==> src/core/iwd_pkg.sv <==
// constants, types and register map of the independent watchdog register block
package iwd_pkg;

  // ---------------------------------------------------------------------------
  // timing
  // ---------------------------------------------------------------------------
  localparam int unsigned SYS_CLK_PERIOD_NS = 100;
  localparam int unsigned OSC_PERIOD_NS     = 25000;
  localparam int unsigned OSC_TICK_CYCLES   = OSC_PERIOD_NS / SYS_CLK_PERIOD_NS;
  localparam logic [7:0]  OSC_TICK_LAST     = 8'(OSC_TICK_CYCLES - 1);
  localparam logic [2:0]  XFER_TICKS_LAST   = 3'h2;

  // ---------------------------------------------------------------------------
  // register map
  // ---------------------------------------------------------------------------
  localparam int unsigned ADDR_W  = 5;
  localparam logic [4:0]  OFF_KEY = 5'h00;
  localparam logic [4:0]  OFF_DIV = 5'h04;
  localparam logic [4:0]  OFF_RLD = 5'h08;
  localparam logic [4:0]  OFF_FLG = 5'h0c;
  localparam logic [4:0]  OFF_BND = 5'h10;

  localparam logic [15:0] KEY_RELOAD = 16'haaaa;
  localparam logic [15:0] KEY_UNLOCK = 16'h5555;
  localparam logic [15:0] KEY_START  = 16'hcccc;

  localparam int unsigned CNT_W      = 12;
  localparam int unsigned DIV_W      = 3;
  localparam logic [11:0] RELOAD_RST = 12'hfff;
  localparam logic [11:0] BOUND_RST  = 12'hfff;
  localparam logic [11:0] DIV_RST    = 12'h000;
  localparam logic [11:0] CNT_START  = 12'hfff;
  localparam logic [11:0] CNT_ZERO   = 12'h000;
  localparam logic [2:0]  DIV_SEL_MAX = 3'h6;
  localparam logic [8:0]  DIV_BASE    = 9'h004;

  // transfer channels, also the bit positions of the pending flags in the OFF_FLG read
  localparam int unsigned CH_DIV = 0;
  localparam int unsigned CH_RLD = 1;
  localparam int unsigned CH_BND = 2;
  localparam int unsigned NUM_CH = 3;

  localparam logic [1:0] RESP_OKAY   = 2'h0;
  localparam logic [1:0] RESP_SLVERR = 2'h2;

  // ---------------------------------------------------------------------------
  // types
  // ---------------------------------------------------------------------------
  typedef struct packed {
    logic [ADDR_W-1:0] addr;
    logic [31:0]       data;
    logic [3:0]        strb;
  } iwd_wr_s;

  typedef enum logic {WR_COLLECT, WR_RESP} iwd_wr_e;
  typedef enum logic {RD_IDLE, RD_RESP}    iwd_rd_e;

endpackage

==> src/core/iwd_xfer.sv <==
// one setting carried from the bus side into the oscillator-tick side with a pending flag
`timescale 1ns/1ps
module iwd_xfer
  import iwd_pkg::*;
#(
  parameter logic [CNT_W-1:0] RST_VAL = 12'h000
) (
  // clock and reset
  input  wire logic             i_sys_clk,
  input  wire logic             i_rst,
  input  wire logic             i_ce,
  // oscillator tick and standby restore
  input  wire logic             i_osc_tick,
  input  wire logic             i_restore,
  // bus side
  input  wire logic             i_load,
  input  wire logic [CNT_W-1:0] i_data,
  output logic                  o_pending,
  // oscillator side
  output logic [CNT_W-1:0]      o_shadow,
  output logic                  o_applied
);

  // ---------------------------------------------------------------------------
  // handshake state
  // ---------------------------------------------------------------------------
  logic [CNT_W-1:0] stage_reg,  stage_next;
  logic [CNT_W-1:0] shadow_reg, shadow_next;
  logic             pend_reg,   pend_next;
  logic [2:0]       ticks_reg,  ticks_next;
  logic             applied_reg, applied_next;

  // request stays up until the tick side has taken the value over
  always_comb begin
    stage_next   = stage_reg;
    shadow_next  = shadow_reg;
    pend_next    = pend_reg;
    ticks_next   = ticks_reg;
    applied_next = 1'b0;
    if (i_load && !pend_reg) begin
      stage_next = i_data;
      pend_next  = 1'b1;
      ticks_next = 3'h0;
    end else if (pend_reg && i_osc_tick) begin
      // three ticks, inside the five-tick budget
      if (ticks_reg == XFER_TICKS_LAST) begin
        shadow_next  = stage_reg;
        pend_next    = 1'b0;
        applied_next = 1'b1;
      end else begin
        ticks_next = ticks_reg + 3'h1;
      end
    end
    // standby puts the value back but leaves the flag alone
    if (i_restore) begin
      shadow_next = RST_VAL;
    end
  end

  always_ff @(posedge i_sys_clk) begin
    if (i_rst) begin
      stage_reg   <= RST_VAL;
      shadow_reg  <= RST_VAL;
      pend_reg    <= 1'b0;
      ticks_reg   <= 3'h0;
      applied_reg <= 1'b0;
    end else if (i_ce) begin
      stage_reg   <= stage_next;
      shadow_reg  <= shadow_next;
      pend_reg    <= pend_next;
      ticks_reg   <= ticks_next;
      applied_reg <= applied_next;
    end
  end

  assign o_pending = pend_reg;
  assign o_shadow  = shadow_reg;
  assign o_applied = applied_reg;

endmodule

==> src/core/iwd_top.sv <==
// independent watchdog: axi4-lite registers, setting transfers and downcounter
//
// Functional notes
// - reload key copies the reload value into the downcounter.
// - reload value is writable only while access is unlocked.
// - reload write taken only while its pending flag is clear.
// - reload read returns the tick-side copy.
// - divider pending flag set on write, cleared within five ticks.
// - reload pending flag set on write, cleared within five ticks.
// - bound pending flag set on write, cleared within five ticks.
// - bound pending flag exists only with the window option enabled.
// - bound write taken only while its pending flag is clear.
// - status clears on system reset, survives standby.
// - counter compared with upper bound; reload valid at or below it.
// - bound read returns the tick-side copy.
// - key 0x00, divider 0x04, reload 0x08, status 0x0c, bound 0x10.
// - timeout set by reload value and divider on the tick.
// - start key runs counter from 0xfff; zero raises watchdog reset.
// - unlock key opens the three registers; other keys relock.
// - reload key while running with the count above the bound raises watchdog reset.
// - a bound change reloads the counter.
`timescale 1ns/1ps
module iwd_top
  import iwd_pkg::*;
#(
  parameter bit WINDOW_EN = 1'b1
) (
  // clock, reset, enable
  input  wire logic              i_sys_clk,
  input  wire logic              i_rst,
  input  wire logic              i_ce,
  // standby exit restore pulse
  input  wire logic              i_standby,
  // axi4-lite write address
  input  wire logic              i_s_axi_awvalid,
  output logic                   o_s_axi_awready,
  input  wire logic [ADDR_W-1:0] i_s_axi_awaddr,
  // axi4-lite write data
  input  wire logic              i_s_axi_wvalid,
  output logic                   o_s_axi_wready,
  input  wire logic [31:0]       i_s_axi_wdata,
  input  wire logic [3:0]        i_s_axi_wstrb,
  // axi4-lite write response
  output logic                   o_s_axi_bvalid,
  input  wire logic              i_s_axi_bready,
  output logic [1:0]             o_s_axi_bresp,
  // axi4-lite read
  input  wire logic              i_s_axi_arvalid,
  output logic                   o_s_axi_arready,
  input  wire logic [ADDR_W-1:0] i_s_axi_araddr,
  output logic                   o_s_axi_rvalid,
  input  wire logic              i_s_axi_rready,
  output logic [31:0]            o_s_axi_rdata,
  output logic [1:0]             o_s_axi_rresp,
  // watchdog state
  output logic                   o_wdg_reset,
  output logic                   o_running,
  output logic [CNT_W-1:0]       o_count
);

  // ---------------------------------------------------------------------------
  // declarations
  // ---------------------------------------------------------------------------
  iwd_wr_e          wr_state_reg, wr_state_next;
  iwd_rd_e          rd_state_reg, rd_state_next;
  iwd_wr_s          wr_hold_reg,  wr_hold_next;
  logic             aw_have_reg,  aw_have_next;
  logic             w_have_reg,   w_have_next;
  logic [1:0]       bresp_reg,    bresp_next;
  logic [31:0]      rdata_reg,    rdata_next;
  logic [1:0]       rresp_reg,    rresp_next;
  logic             unlock_reg,   unlock_next;
  logic             run_reg,      run_next;
  logic [CNT_W-1:0] cnt_reg,      cnt_next;
  logic [7:0]       pre_reg,      pre_next;
  logic [7:0]       osc_reg,      osc_next;
  logic             wdg_reg,      wdg_next;

  logic             osc_tick;
  logic             wr_fire;
  logic             wr_mapped;
  logic [15:0]      key_val;
  logic [CNT_W-1:0] merged [NUM_CH];
  logic [CNT_W-1:0] wr_val [NUM_CH];
  logic [CNT_W-1:0] shadow [NUM_CH];
  logic [NUM_CH-1:0] load;
  logic [NUM_CH-1:0] pending;
  logic [NUM_CH-1:0] applied;
  logic [4:0]        ch_off [NUM_CH];
  logic [DIV_W-1:0]  div_sel;
  logic [8:0]        pre_last;

  assign ch_off[CH_DIV] = OFF_DIV;
  assign ch_off[CH_RLD] = OFF_RLD;
  assign ch_off[CH_BND] = OFF_BND;

  // ---------------------------------------------------------------------------
  // write decode
  // ---------------------------------------------------------------------------
  // both halves collected; the write acts in this cycle
  assign wr_fire   = (wr_state_reg == WR_COLLECT) && aw_have_reg && w_have_reg;
  assign wr_mapped = (wr_hold_reg.addr <= OFF_BND) && (wr_hold_reg.addr[1:0] == 2'h0);
  // lanes not strobed count as zero so a partial key never matches
  assign key_val   = {wr_hold_reg.strb[1] ? wr_hold_reg.data[15:8] : 8'h00,
                      wr_hold_reg.strb[0] ? wr_hold_reg.data[7:0]  : 8'h00};

  // ---------------------------------------------------------------------------
  // per-setting transfer channels
  // ---------------------------------------------------------------------------
  genvar ch;
  generate
    for (ch = 0; ch < NUM_CH; ch = ch + 1) begin : g_ch
      // byte-lane merge over the present copy
      assign merged[ch] = {wr_hold_reg.strb[1] ? wr_hold_reg.data[11:8] : shadow[ch][11:8],
                           wr_hold_reg.strb[0] ? wr_hold_reg.data[7:0]  : shadow[ch][7:0]};
      assign wr_val[ch] = (ch == CH_DIV) ? {9'h000, merged[ch][DIV_W-1:0]} : merged[ch];
      // locked or busy writes are dropped without an error answer
      assign load[ch]   = wr_fire && (wr_hold_reg.addr == ch_off[ch]) && unlock_reg
                          && !pending[ch];
      if (ch == CH_BND && !WINDOW_EN) begin : g_absent
        // no window option: flag absent, bound fixed at its reset value
        assign pending[ch] = 1'b0;
        assign shadow[ch]  = BOUND_RST;
        assign applied[ch] = 1'b0;
      end else begin : g_xfer
        iwd_xfer #(
          .RST_VAL ((ch == CH_DIV) ? DIV_RST : ((ch == CH_RLD) ? RELOAD_RST : BOUND_RST))
        ) u_xfer (
          .i_sys_clk  (i_sys_clk),
          .i_rst      (i_rst),
          .i_ce       (i_ce),
          .i_osc_tick (osc_tick),
          .i_restore  (i_standby && (ch != CH_DIV)),
          .i_load     (load[ch]),
          .i_data     (wr_val[ch]),
          .o_pending  (pending[ch]),
          .o_shadow   (shadow[ch]),
          .o_applied  (applied[ch])
        );
      end
    end
  endgenerate

  // ---------------------------------------------------------------------------
  // bus slave
  // ---------------------------------------------------------------------------
  // one write and one read in flight; address and data may come in either order
  always_comb begin
    wr_state_next = wr_state_reg;
    rd_state_next = rd_state_reg;
    wr_hold_next  = wr_hold_reg;
    aw_have_next  = aw_have_reg;
    w_have_next   = w_have_reg;
    bresp_next    = bresp_reg;
    rdata_next    = rdata_reg;
    rresp_next    = rresp_reg;
    unlock_next   = unlock_reg;
    case (wr_state_reg)
      WR_COLLECT: begin
        if (i_s_axi_awvalid && !aw_have_reg) begin
          wr_hold_next.addr = i_s_axi_awaddr;
          aw_have_next      = 1'b1;
        end
        if (i_s_axi_wvalid && !w_have_reg) begin
          wr_hold_next.data = i_s_axi_wdata;
          wr_hold_next.strb = i_s_axi_wstrb;
          w_have_next       = 1'b1;
        end
        if (wr_fire) begin
          aw_have_next  = 1'b0;
          w_have_next   = 1'b0;
          bresp_next    = wr_mapped ? RESP_OKAY : RESP_SLVERR;
          wr_state_next = WR_RESP;
          if (wr_hold_reg.addr == OFF_KEY) begin
            unlock_next = (key_val == KEY_UNLOCK);
          end
        end
      end
      WR_RESP: begin
        if (i_s_axi_bready) begin
          wr_state_next = WR_COLLECT;
        end
      end
      default: begin
        wr_state_next = WR_COLLECT;
      end
    endcase
    case (rd_state_reg)
      RD_IDLE: begin
        if (i_s_axi_arvalid) begin
          rresp_next    = RESP_OKAY;
          rd_state_next = RD_RESP;
          case (i_s_axi_araddr)
            OFF_KEY: rdata_next = 32'h0000_0000;
            OFF_DIV: rdata_next = {29'h0000_0000, shadow[CH_DIV][DIV_W-1:0]};
            OFF_RLD: rdata_next = {20'h00000, shadow[CH_RLD]};
            OFF_FLG: rdata_next = {29'h0000_0000, pending};
            OFF_BND: rdata_next = {20'h00000, shadow[CH_BND]};
            default: begin
              rdata_next = 32'h0000_0000;
              rresp_next = RESP_SLVERR;
            end
          endcase
        end
      end
      RD_RESP: begin
        if (i_s_axi_rready) begin
          rd_state_next = RD_IDLE;
        end
      end
      default: begin
        rd_state_next = RD_IDLE;
      end
    endcase
    // leaving standby closes register access again
    if (i_standby) begin
      unlock_next = 1'b0;
    end
  end

  always_ff @(posedge i_sys_clk) begin
    if (i_rst) begin
      wr_state_reg <= WR_COLLECT;
      rd_state_reg <= RD_IDLE;
      wr_hold_reg  <= '0;
      aw_have_reg  <= 1'b0;
      w_have_reg   <= 1'b0;
      bresp_reg    <= RESP_OKAY;
      rdata_reg    <= 32'h0000_0000;
      rresp_reg    <= RESP_OKAY;
      unlock_reg   <= 1'b0;
    end else if (i_ce) begin
      wr_state_reg <= wr_state_next;
      rd_state_reg <= rd_state_next;
      wr_hold_reg  <= wr_hold_next;
      aw_have_reg  <= aw_have_next;
      w_have_reg   <= w_have_next;
      bresp_reg    <= bresp_next;
      rdata_reg    <= rdata_next;
      rresp_reg    <= rresp_next;
      unlock_reg   <= unlock_next;
    end
  end

  // handshakes close while the enable is low, so a frozen slave neither takes nor answers
  assign o_s_axi_awready = i_ce && (wr_state_reg == WR_COLLECT) && !aw_have_reg;
  assign o_s_axi_wready  = i_ce && (wr_state_reg == WR_COLLECT) && !w_have_reg;
  assign o_s_axi_bvalid  = i_ce && (wr_state_reg == WR_RESP);
  assign o_s_axi_bresp   = bresp_reg;
  assign o_s_axi_arready = i_ce && (rd_state_reg == RD_IDLE);
  assign o_s_axi_rvalid  = i_ce && (rd_state_reg == RD_RESP);
  assign o_s_axi_rdata   = rdata_reg;
  assign o_s_axi_rresp   = rresp_reg;

  // ---------------------------------------------------------------------------
  // oscillator tick, divider and downcounter
  // ---------------------------------------------------------------------------
  // the rc oscillator is modelled as a tick derived from the system clock,
  // so its rate tracks this clock and not a real rc part
  assign osc_tick = (osc_reg == OSC_TICK_LAST);
  // settings seven and six both divide by 256
  assign div_sel  = (shadow[CH_DIV][DIV_W-1:0] > DIV_SEL_MAX) ? DIV_SEL_MAX : shadow[CH_DIV][DIV_W-1:0];
  assign pre_last = (DIV_BASE << div_sel) - 9'h001;

  always_comb begin
    osc_next = osc_tick ? 8'h00 : (osc_reg + 8'h01);
    pre_next = pre_reg;
    cnt_next = cnt_reg;
    run_next = run_reg;
    wdg_next = wdg_reg;
    if (run_reg && osc_tick) begin
      if ({1'b0, pre_reg} == pre_last) begin
        pre_next = 8'h00;
        if (cnt_reg != CNT_ZERO) begin
          cnt_next = cnt_reg - 12'h001;
        end
      end else begin
        pre_next = pre_reg + 8'h01;
      end
    end
    if (run_reg && (cnt_reg == CNT_ZERO)) begin
      wdg_next = 1'b1;
    end
    if (wr_fire && (wr_hold_reg.addr == OFF_KEY)) begin
      if ((key_val == KEY_START) && !run_reg) begin
        run_next = 1'b1;
        cnt_next = CNT_START;
        pre_next = 8'h00;
      end else if (key_val == KEY_RELOAD) begin
        if (run_reg && (cnt_reg > shadow[CH_BND])) begin
          wdg_next = 1'b1;
        end else begin
          cnt_next = shadow[CH_RLD];
          pre_next = 8'h00;
        end
      end
    end
    // a new bound takes effect together with a fresh reload
    if (applied[CH_BND]) begin
      cnt_next = shadow[CH_RLD];
      pre_next = 8'h00;
    end
  end

  always_ff @(posedge i_sys_clk) begin
    if (i_rst) begin
      osc_reg <= 8'h00;
      pre_reg <= 8'h00;
      cnt_reg <= CNT_START;
      run_reg <= 1'b0;
      wdg_reg <= 1'b0;
    end else if (i_ce) begin
      osc_reg <= osc_next;
      pre_reg <= pre_next;
      cnt_reg <= cnt_next;
      run_reg <= run_next;
      wdg_reg <= wdg_next;
    end
  end

  assign o_wdg_reset = wdg_reg;
  assign o_running   = run_reg;
  assign o_count     = cnt_reg;

endmodule

==> config.mk <==
export PLATFORM = sky130hd
export DESIGN_NAME = iwd_top
export DESIGN_NICKNAME = d
export VERILOG_FILES = /design/src/core/iwd_pkg.sv /design/src/core/iwd_xfer.sv /design/src/core/iwd_top.sv
export SDC_FILE = /design/constraint.sdc
export NUM_CORES = 1
export LEC_CHECK = 0
export BUFFER_PORTS_ARGS = -buffer_cell sky130_fd_sc_hd__buf_2
export CORE_MARGIN = 5
export CORE_UTILIZATION = 40
export DETAILED_ROUTE_END_ITERATION = 8
export PLACE_DENSITY = 0.63
export SLEW_MARGIN = 10
export SYNTH_ARGS = -nofsm -noshare
export SYNTH_HDL_FRONTEND = slang
export SYNTH_SLANG_ARGS = --single-unit
==> constraint.sdc <==
create_clock -name i_sys_clk -period 2.8 [get_ports i_sys_clk]
set_input_delay 0.28 -clock i_sys_clk [delete_from_list [all_inputs] [get_ports i_sys_clk]]
set_output_delay 0.28 -clock i_sys_clk [all_outputs]
set_load 0.01 [all_outputs]
==> metrics.csv, run 1 <==
stage,metric,value,unit
min_path,holdCritPathClass,input pin to flop,
synthesis,yosysTopAreaCell,dfxtp_1,
cts,cts_root_buf,clkbuf_16,
global_route,grt_pass1_vias,5998,
critical_path,timing.rr.end,o_count[11],
timing,drv_slew,0,
cts,path_clk_slew,0.06,ns
timing,final_hold_viol_count,0,
timing,fin_crit_sh,91.7,%
pwr,p_per_area,555,nW/um^2
run,maxCapViolations,0,
place,pre_cts_slack,0.229,ns
synthesis,yosysWarningCount,0,
synthesis,ys_ff_latch,139,
cts,h-tree-depth,4,
critical_path,regToRegStartpoint,osc_reg[0],
timing,fin_skew,0.00613,ns
route,drtIter0Drc,403,
cts,numClockSinks,139,
finish,final_nets,1012,
critical_path,reg2regPathDepth,8,
floorplanning,die_h,143,microns
global_route,antenna_found_initial,0,
route,vias,6276,
place,place.gp.congestion,0.840,
timing,slew_headroom,44.4,%
pwr,power_switching,1.01,mW
global_route,grt_pass1_wl,30700,microns
route,wl_per_cell,15.8,microns
route,remaining_drc_errors,0,
global_route,grt_usage,18.7,%
timing,tightest_slew,0.823,ns
place,portBuffers,69,
critical_path,cp_max_fo,4,
critical_path,reg2reg_slack,0.23,ns
synthesis,netlist_area,7060,sq um
cts,cts_tree,done,
critical_path,startpoint,osc_reg[0],
floorplanning,coreArea,17300,sq um
pwr,static-leakage-power,3.38,nW
route,vias_per_cell,5.35,
route,postRouteAntennaNets,0,
finish,final_cell_mix,"dfxtp_1 (139), nor2_1 (115), nand2_1 (106)",
pwr,ir_drop,0.438,mV
pwr,p_sw_share,21.9,%
synthesis,synth_top_cell_area_share,39.4,%
timing,fmax,389,MHz
finish,final_common_cell,dfxtp_1,
global_route,grt_max_degree,54,
timing,rsz0062_at_grt,no,
critical_path,cp-start-kind,flop,
critical_path,crit_type,flop to flop,
timing,fin_ws,0.233,ns
place,place_hpwl,13600,microns
run_status,status,completed,
critical_path,endpoint,o_count[11],
timing,setup_viol,0,
pwr,pwr-share-seq,44.0,%
synthesis,async_flop_share,0,%
synthesis,yosys-top-cells-area,"dfxtp_1 (39%), nor2_1 (6.1%), nand2_1 (5.6%)",
cts,clk_latency,0.41,ns
finish,area_growth,17.8,%
finish,num_antenna_cells,0,
pwr,comb_power_share,5.7,%
synthesis,synth_cell_type_count,71,
route,dr.pass1.iters,7,
timing,fin_crit,2.57,ns
pwr,internal_power,3.60,mW
cts,clockBufferDepth,2,
critical_path,end_kind,flop,
floorplanning,ios,110,
floorplanning,dieArea,20400,sq um
pwr,clkPwrFrac,50.2,%
floorplanning,start_util,40.8,%
timing,setup_tns,0,ns
synthesis,synth-main-ff-cell,dfxtp_1,
synthesis,synth-edff-count,0,
cts,cts_buffers,17,
floorplanning,row_count,48,
synthesis,postSynthAreaPerCell,8.23,sq um
synthesis,ys_seq_area_share,39.4,%
route,wl,18500,microns
synthesis,netlist_instances,858,
finish,drive_above_1_share,18.0,%
floorplanning,die_w,143,microns
global_route,overflow,0,
critical_path,crit_required,3.12,ns
critical_path,cp.arrival,2.89,ns
-- critical path, cell delays in order, from the launching register on --
cell	delay [ns]
dfxtp_1	0.40
ha_1	0.18
nand2b_1	0.09
or4_4	0.51
or2_1	0.27
or3_1	0.42
nor3_2	0.22
mux2i_1	0.11
a211oi_1	0.26
-- per-layer routing --
| metal | vias up | share of wire, % | GRT usage (%) |
|---|---|---|---|
| met4 | 0 | 2.5 | 7.05 |
| met5 | - | 0 | 0 |
| met1 | 2927 | 47 | 25.3 |
| met3 | 32 | 5.2 | 3.72 |
| li1 | 3157 | - | - |
| met2 | 160 | 45 | 29.7 |
-- power groups by stage --
| stage | Sequential, mW | Clock, mW | Combinational, mW |
|---|---|---|---|
| after floorplan | 2.07 | 0 | 0.195 |
| after global placement | 2.07 | 0 | 0.264 |
| after detailed placement | 2.08 | 0 | 0.264 |
| after CTS | 2.03 | 2.36 | 0.265 |
| after global routing | 2.04 | 2.46 | 0.296 |
| final | 2.03 | 2.32 | 0.265 |
-- worst min path at each step --
stage	cells past startpoint	from	end	slack, ns
2_1_floorplan	2	i_s_axi_wdata[14]	wr_hold_reg[18]	0.42
3_3_place_gp	2	o_s_axi_bresp[1]	o_s_axi_bresp[1]	0.44
5_1_grt	3	i_s_axi_awaddr[3]	wr_hold_reg[39]	0.10
6_report	3	i_s_axi_wdata[13]	wr_hold_reg[17]	0.1
3_5_place_dp	1	g_ch[2].g_xfer.u_xfer.stage_reg[11]	g_ch[2].g_xfer.u_xfer.stage_reg[11]	0.45
4_1_cts	3	i_s_axi_wdata[13]	wr_hold_reg[17]	0.08
-- metrics by stage --
stage	std cells	utilization, %	hold slack, ns	instance area [sq um]	power [mW]
6_report	1172	48.1	0.0989	8320	4.62
5_1_grt	1172	48.1	0.104	8320	4.79
2_1_floorplan	879	-	0.416	7140	2.26
3_3_place_gp	1140	44.5	0.439	7690	2.34
4_1_cts	1172	48.1	0.0801	8320	4.66
3_5_place_dp	1140	44.5	0.449	7690	2.34
-- cell families (layout without fill, tap and decap cells) --
family,after synthesis,count (layout),synth area share (%)
buffers and inverters,97,165,6.45
other,1,22,0.0531
AND/OR/NAND/NOR,371,371,25.9
multiplexers,37,37,5.30
flip-flops,139,139,39.4
AO/OA/AOI/OAI,180,180,17.6
XOR/XNOR,10,10,1.24
adder cells (fa/ha/maj),23,23,4.08
-- cell type report --
cell class / count / area [sq um]
well taps: 225 / 282
fillers: 1685 / 8980
flip-flops and latches: 139 / 2780
multi-input cells: 643 / 3910
clock inverters: 5 / 77.6
inverters: 27 / 101
repair buffers: 106 / 623
clock buffers: 27 / 543
-- timing repair --
item / 4_1_cts / 5_1_grt
hold buffers: 0 / 0
resized for setup: 0 / 1
endpoints found under the setup margin: 0 / 4
setup buffers: 0 / 0
-- synthesized netlist by cell type, drive strengths merged, types with 4 or more instances --
library cell / instances
dfxtp: 139
nor2b: 8
and2: 9
o211ai: 13
nor4: 10
inv: 27
nand2b: 12
nand3: 31
ha: 23
xor2: 7
clkbuf: 42
nor2: 115
o31ai: 9
nand4: 16
a2bb2oi: 4
nand2: 106
or2: 9
a22oi: 9
buf: 28
or4: 7
and3: 5
a211o: 26
a21oi: 61
a211oi: 7
nor3: 21
a31oi: 10
or4b: 4
mux2i: 34
o21ai: 15
No activity file was read; power rests on OpenSTA's default activity.
==> inputs of run 2 (changes only) <==
--- a/config.mk
+++ b/config.mk
@@ -5,11 +5,12 @@
 export SDC_FILE = /design/constraint.sdc
 export NUM_CORES = 1
 export LEC_CHECK = 0
+export ABC_AREA = 1
 export BUFFER_PORTS_ARGS = -buffer_cell sky130_fd_sc_hd__buf_2
 export CORE_MARGIN = 5
 export CORE_UTILIZATION = 40
 export DETAILED_ROUTE_END_ITERATION = 8
-export PLACE_DENSITY = 0.63
+export PLACE_DENSITY = 0.62
 export SLEW_MARGIN = 10
 export SYNTH_ARGS = -nofsm -noshare
 export SYNTH_HDL_FRONTEND = slang
==> metrics.csv, run 2 <==
stage,metric,value,unit
route,remaining_drc_errors,0,
route,vias_per_cell,5.12,
timing,slew_headroom,53.7,%
cts,cts_buffers,17,
critical_path,end_kind,flop,
floorplanning,start_util,40.6,%
timing,final_hold_viol_count,0,
timing,tightest_slew,0.693,ns
floorplanning,die_w,148,microns
cts,clockBufferDepth,2,
timing,drv_slew,0,
place,portBuffers,69,
synthesis,ys_seq_area_share,36.7,%
route,drtIter0Drc,462,
timing,fmax,457,MHz
place,place.gp.congestion,0.930,
place,place_hpwl,15000,microns
floorplanning,coreArea,18700,sq um
pwr,static-leakage-power,4.09,nW
synthesis,ys_ff_latch,139,
route,wl_per_cell,14.7,microns
route,wl,20400,microns
finish,drive_above_1_share,13.4,%
cts,cts_resized,0,
critical_path,cp_max_fo,11,
synthesis,synth-main-ff-cell,dfxtp_1,
synthesis,synth_cell_type_count,41,
synthesis,postSynthAreaPerCell,6.98,sq um
cts,clk_latency,0.44,ns
cts,ctsHoldBuffers,0,
finish,final_common_cell,nand2_1,
synthesis,yosysTopAreaCell,dfxtp_1,
critical_path,crit_type,flop to flop,
route,dr.pass1.iters,5,
cts,numClockSinks,139,
timing,fin_crit,2.19,ns
finish,area_growth,13.6,%
pwr,ir_drop,0.412,mV
critical_path,reg2reg_slack,0.61,ns
synthesis,async_flop_share,0,%
floorplanning,dieArea,21800,sq um
min_path,holdCritPathClass,input pin to flop,
timing,setup_tns,0,ns
timing,fin_crit_sh,78.2,%
pwr,totalPowerFinal,4.85,mW
global_route,grt_max_degree,50,
critical_path,crit_required,3.13,ns
cts,path_clk_slew,0.07,ns
cts,cts_setup_buffers,0,
synthesis,netlist_instances,1087,
critical_path,cp.arrival,2.52,ns
cts,h-tree-depth,4,
floorplanning,ios,110,
run,maxCapViolations,0,
global_route,grt_pass1_vias,6417,
synthesis,netlist_area,7590,sq um
cts,cts_root_buf,clkbuf_16,
route,postRouteAntennaNets,0,
timing,setup_viol,0,
run_status,status,completed,
floorplanning,die_h,148,microns
synthesis,synth_top_cell_area_share,36.7,%
route,vias,7118,
critical_path,cp-start-kind,flop,
timing,rsz0062_at_grt,no,
global_route,grt_usage,18.9,%
synthesis,synth-edff-count,0,
finish,final_cell_mix,"nand2_1 (237), dfxtp_1 (139), inv_1 (126)",
global_route,antenna_found_initial,0,
synthesis,yosys-top-cells-area,"dfxtp_1 (37%), nand2_1 (12%), a21oi_1 (7.6%)",
pwr,p_per_area,563,nW/um^2
global_route,grt_pass1_wl,33100,microns
finish,num_antenna_cells,0,
synthesis,synth_most_common_cell,nand2_1,
global_route,overflow,0,
synthesis,synth_common_cells,"nand2_1 (237), dfxtp_1 (139), inv_1 (126)",
timing,fin_skew,0.0158,ns
cts,cts_tree,done,
synthesis,yosysWarningCount,0,
floorplanning,row_count,50,
finish,final_nets,1220,
==> run 2: per-stage QoR <==
stage | hold WS, ns | instances | area (sq um) | utilization [%] | worst slack, ns
2_1_floorplan | 0.412 | 1108 | 7670 | - | 1.03
5_1_grt | 0.112 | 1389 | 8630 | 46.1 | 0.337
3_3_place_gp | 0.429 | 1357 | 8040 | 43.0 | 0.629
6_report | 0.0822 | 1389 | 8630 | 46.1 | 0.612
4_1_cts | 0.0765 | 1389 | 8630 | 46.1 | 0.589
3_5_place_dp | 0.433 | 1357 | 8040 | 43.0 | 0.621
==> run 2: critical path, stage by stage (launching register included) <==
cell,delay [ns]
dfxtp_1,0.37
ha_1,0.16
inv_1,0.04
nor2_1,0.18
nand3_2,0.33
inv_1,0.36
nand3_2,0.23
clkinv_2,0.10
nand3_1,0.06
nand2_1,0.09
nand2_1,0.05
nand2_1,0.07
nand2_1,0.04
==> run 2: kinds of logic (layout without fill, tap and decap cells) <==
family	count (synthesis)	count (layout)	share of synthesized area, %
XOR/XNOR	10	10	1.15
buffers and inverters	207	254	12.1
flip-flops	139	139	36.7
AND/OR/NAND/NOR	447	447	26.6
other	1	22	0.0494
adder cells (fa/ha/maj)	23	23	3.79
AO/OA/AOI/OAI	260	260	19.7
==> run 2: power by group <==
group	switching [mW]	total [mW]	internal, mW
Sequential	0.0614	2.11	2.04
Combinational	0.314	0.478	0.164
Clock	0.940	2.27	1.33
==> run 2: routing by layer <==
metal	share of wire [%]	wire length [microns]	GRT usage (%)
met5	0	0	0
met4	1.3	274	5.41
met3	6.1	1240	3.99
met2	47	9520	30.5
met1	46	9350	25.6
==> run 2: final cells by class <==
class	instances	area, sq um
Timing Repair Buffer	85	465
Multi-Input combinational cell	762	3970
Clock inverter	14	161
Inverter	137	528
Clock buffer	18	429
Fill cell	1923	10100
Sequential cell	139	2780
Tap cell	234	293
==> run 2: path summary, 6_finish.rpt <==
path | start | to | cells past startpoint
max | osc_reg[0] | o_count[0] | 12
min | i_s_axi_awaddr[1] | wr_hold_reg[37] | 3
max reg2reg | osc_reg[0] | o_count[0] | 12
min reg2reg | g_ch[1].g_xfer.u_xfer.ticks_reg[2] | g_ch[1].g_xfer.u_xfer.ticks_reg[2] | 1
==> inputs of run 3 (changes only) <==
--- a/config.mk
+++ b/config.mk
@@ -10,7 +10,7 @@
 export CORE_MARGIN = 5
 export CORE_UTILIZATION = 40
 export DETAILED_ROUTE_END_ITERATION = 8
-export PLACE_DENSITY = 0.62
+export PLACE_DENSITY = 0.64
 export SLEW_MARGIN = 10
 export SYNTH_ARGS = -nofsm -noshare
 export SYNTH_HDL_FRONTEND = slang
==> constraint.sdc (replaced) <==
create_clock -name i_sys_clk -period 1.8 [get_ports i_sys_clk]
set_input_delay 0.18 -clock i_sys_clk [delete_from_list [all_inputs] [get_ports i_sys_clk]]
set_output_delay 0.18 -clock i_sys_clk [all_outputs]
set_load 0.01 [all_outputs]
==> metrics.csv, run 3 (synthesis gave the netlist of run 2 again) <==
stage,metric,value,unit
cts,cts_root_buf,clkbuf_16,
global_route,grt_pass1_vias,6894,
critical_path,crit_required,2.12,ns
place,pre_cts_slack,-0.240,ns
floorplanning,coreArea,18700,sq um
place,place_area,8830,sq um
critical_path,cpMostUsedCell,nand2_1,
cts,h-tree-depth,4,
critical_path,cp-start-kind,flop,
timing,setup_viol,13,
place,place_hpwl,16000,microns
run_status,violations,setup timing,
route,vias,7684,
cts,cts_buffers,17,
critical_path,cp.arrival,2.15,ns
finish,final_nets,1336,
route,postRouteAntennaNets,0,
finish,area_growth,31.0,%
finish,num_antenna_cells,0,
cts,clk_latency,0.43,ns
critical_path,cp_max_fo,6,
timing,fin_skew,0.0107,ns
min_path,holdCritPathClass,input pin to flop,
global_route,busiest_layer,met2,
timing,final_hold_viol_count,0,
route,dr.pass1.iters,5,
finish,final_common_cell,nand2_1,
timing,fin_crit,1.83,ns
timing,slew_headroom,60.4,%
pwr,totalPowerFinal,7.59,mW
floorplanning,ios,110,
cts,path_clk_slew,0.07,ns
timing,setup_tns,-0.156,ns
pwr,static-leakage-power,4.72,nW
global_route,overflow,0,
critical_path,cp_top_family,simple AND/OR/NAND/NOR gates,
cts,cts_tree,done,
finish,drive_above_1_share,26.4,%
global_route,use_met2,32.8,%
place,portBuffers,69,
floorplanning,start_util,40.6,%
timing,fin_crit_sh,102,%
timing,drv_slew,0,
timing,tightest_slew,0.594,ns
global_route,grt_usage,19.6,%
global_route,antenna_found_initial,0,
critical_path,worstPathCellList,nor2_1 > nand3_2 > nor3_4 > nand2_1 > nor2_2 > nand2_2 > nand2_4 > clkbuf_16 > a21oi_1 > nand2_1 > nand2_1,
critical_path,path_buf_inv,1,
critical_path,slowest_stage,dfxtp_1,
route,wl_per_cell,14.8,microns
global_route,met1_usage,25.9,%
route,drtIter0Drc,421,
cts,numClockSinks,139,
route,vias_per_cell,5.11,
cts,clockBufferDepth,2,
floorplanning,dieArea,21800,sq um
global_route,met3_usage,4.11,%
place,place.gp.congestion,0.941,
finish,final_area,9940,sq um
floorplanning,die_w,148,microns
floorplanning,die_h,148,microns
route,remaining_drc_errors,0,
critical_path,crit_type,flop to flop,
timing,fin_ws,-0.0299,ns
finish,n_fill_cell,1782,
pwr,p_per_area,764,nW/um^2
timing,fmax,546,MHz
run,maxCapViolations,0,
timing,rsz0062_at_grt,yes,
floorplanning,row_count,50,
critical_path,max_stage_delay,0.31,ns
critical_path,end_kind,flop,
pwr,ir_drop,0.702,mV
run_status,status,finished with violations,
route,wl,22300,microns
finish,final_cell_mix,"nand2_1 (224), dfxtp_1 (122), inv_1 (113), a21oi_1 (113), buf_4 (113)",
global_route,grt_pass1_wl,34700,microns
global_route,grt_max_degree,50,
==> run 3: cell types whose count changed in the layout (fill, tap and decap cells not counted), moves of 8 or more <==
| cell | delta |
|---|---|
| buf_4 | +97 |
| dfxtp_1 | -17 |
| dfxtp_2 | +16 |
| ha_1 | -10 |
| ha_4 | +10 |
| inv_1 | -13 |
| inv_2 | +13 |
| nand2_1 | -13 |
| nor2_1 | -8 |
==> run 3: worst reg2reg max path, cell delays in order, from the launching register on <==
cell and delay (ns):
dfxtp_1 0.31, nor2_1 0.18, nand3_2 0.16, nor3_4 0.24
nand2_1 0.13, nor2_2 0.15, nand2_2 0.10, nand2_4 0.10
clkbuf_16 0.15, a21oi_1 0.06, nand2_1 0.09, nand2_1 0.04
==> run 3: through the flow <==
stage | hold slack [ns] | instances | util, %
floorplan | 0.332 | 1108 | -
global placement | 0.430 | 1451 | 47.2
detailed placement | 0.436 | 1451 | 47.2
CTS | 0.00711 | 1493 | 51.4
global route | 0.0228 | 1505 | 53.2
finish | 0.0120 | 1505 | 53.2
==> run 3: layout make-up <==
class                   count  area [sq um]  area share (%)
well taps                 234           293            2.94
repair buffers            199          1480            14.9
flip-flops and latches    139          2810            28.2
clock inverters            13           110            1.11
clock buffers              19           443            4.46
inverters                 137           528            5.31
multi-input cells         764          4280            43.1
==> run 3: final timing paths <==
check / from / to / slack [ns] / cells after the start
hold reg to reg: g_ch[1].g_xfer.u_xfer.ticks_reg[2] / g_ch[1].g_xfer.u_xfer.ticks_reg[2] / 0.45 / 1
setup / recovery: wr_hold_reg[36] / o_count[0] / -0.03 / 11
hold / removal: i_s_axi_wdata[15] / wr_hold_reg[19] / 0.01 / 3
setup reg to reg: wr_hold_reg[36] / o_count[0] / -0.03 / 11
==> run 3: where the power goes <==
part           internal (mW)  switching, mW  leakage [nW]
sequential              3.18         0.0818          1.13
clock                   1.83           1.49         0.267
combinational          0.419          0.584          3.31
total                   5.44           2.16          4.72
==> run 3: routing by layer <==
layer	wire length [microns]	up-vias	share of wire (%)
met5	0	-	0
met4	369	0	1.7
met3	1250	28	5.6
met2	10700	193	48
met1	10000	3526	45
li1	-	3937	-
==> run 3: repair_timing <==
item / CTS / global route
resized for setup: 36 / 51
pin swaps: 19 / 19
buffers inserted: 5 / 7
setup endpoints to repair: 21 / 53
hold buffers: 5 / 0
endpoints found under the hold margin: 5 / 0
gates cloned: 0 / 6
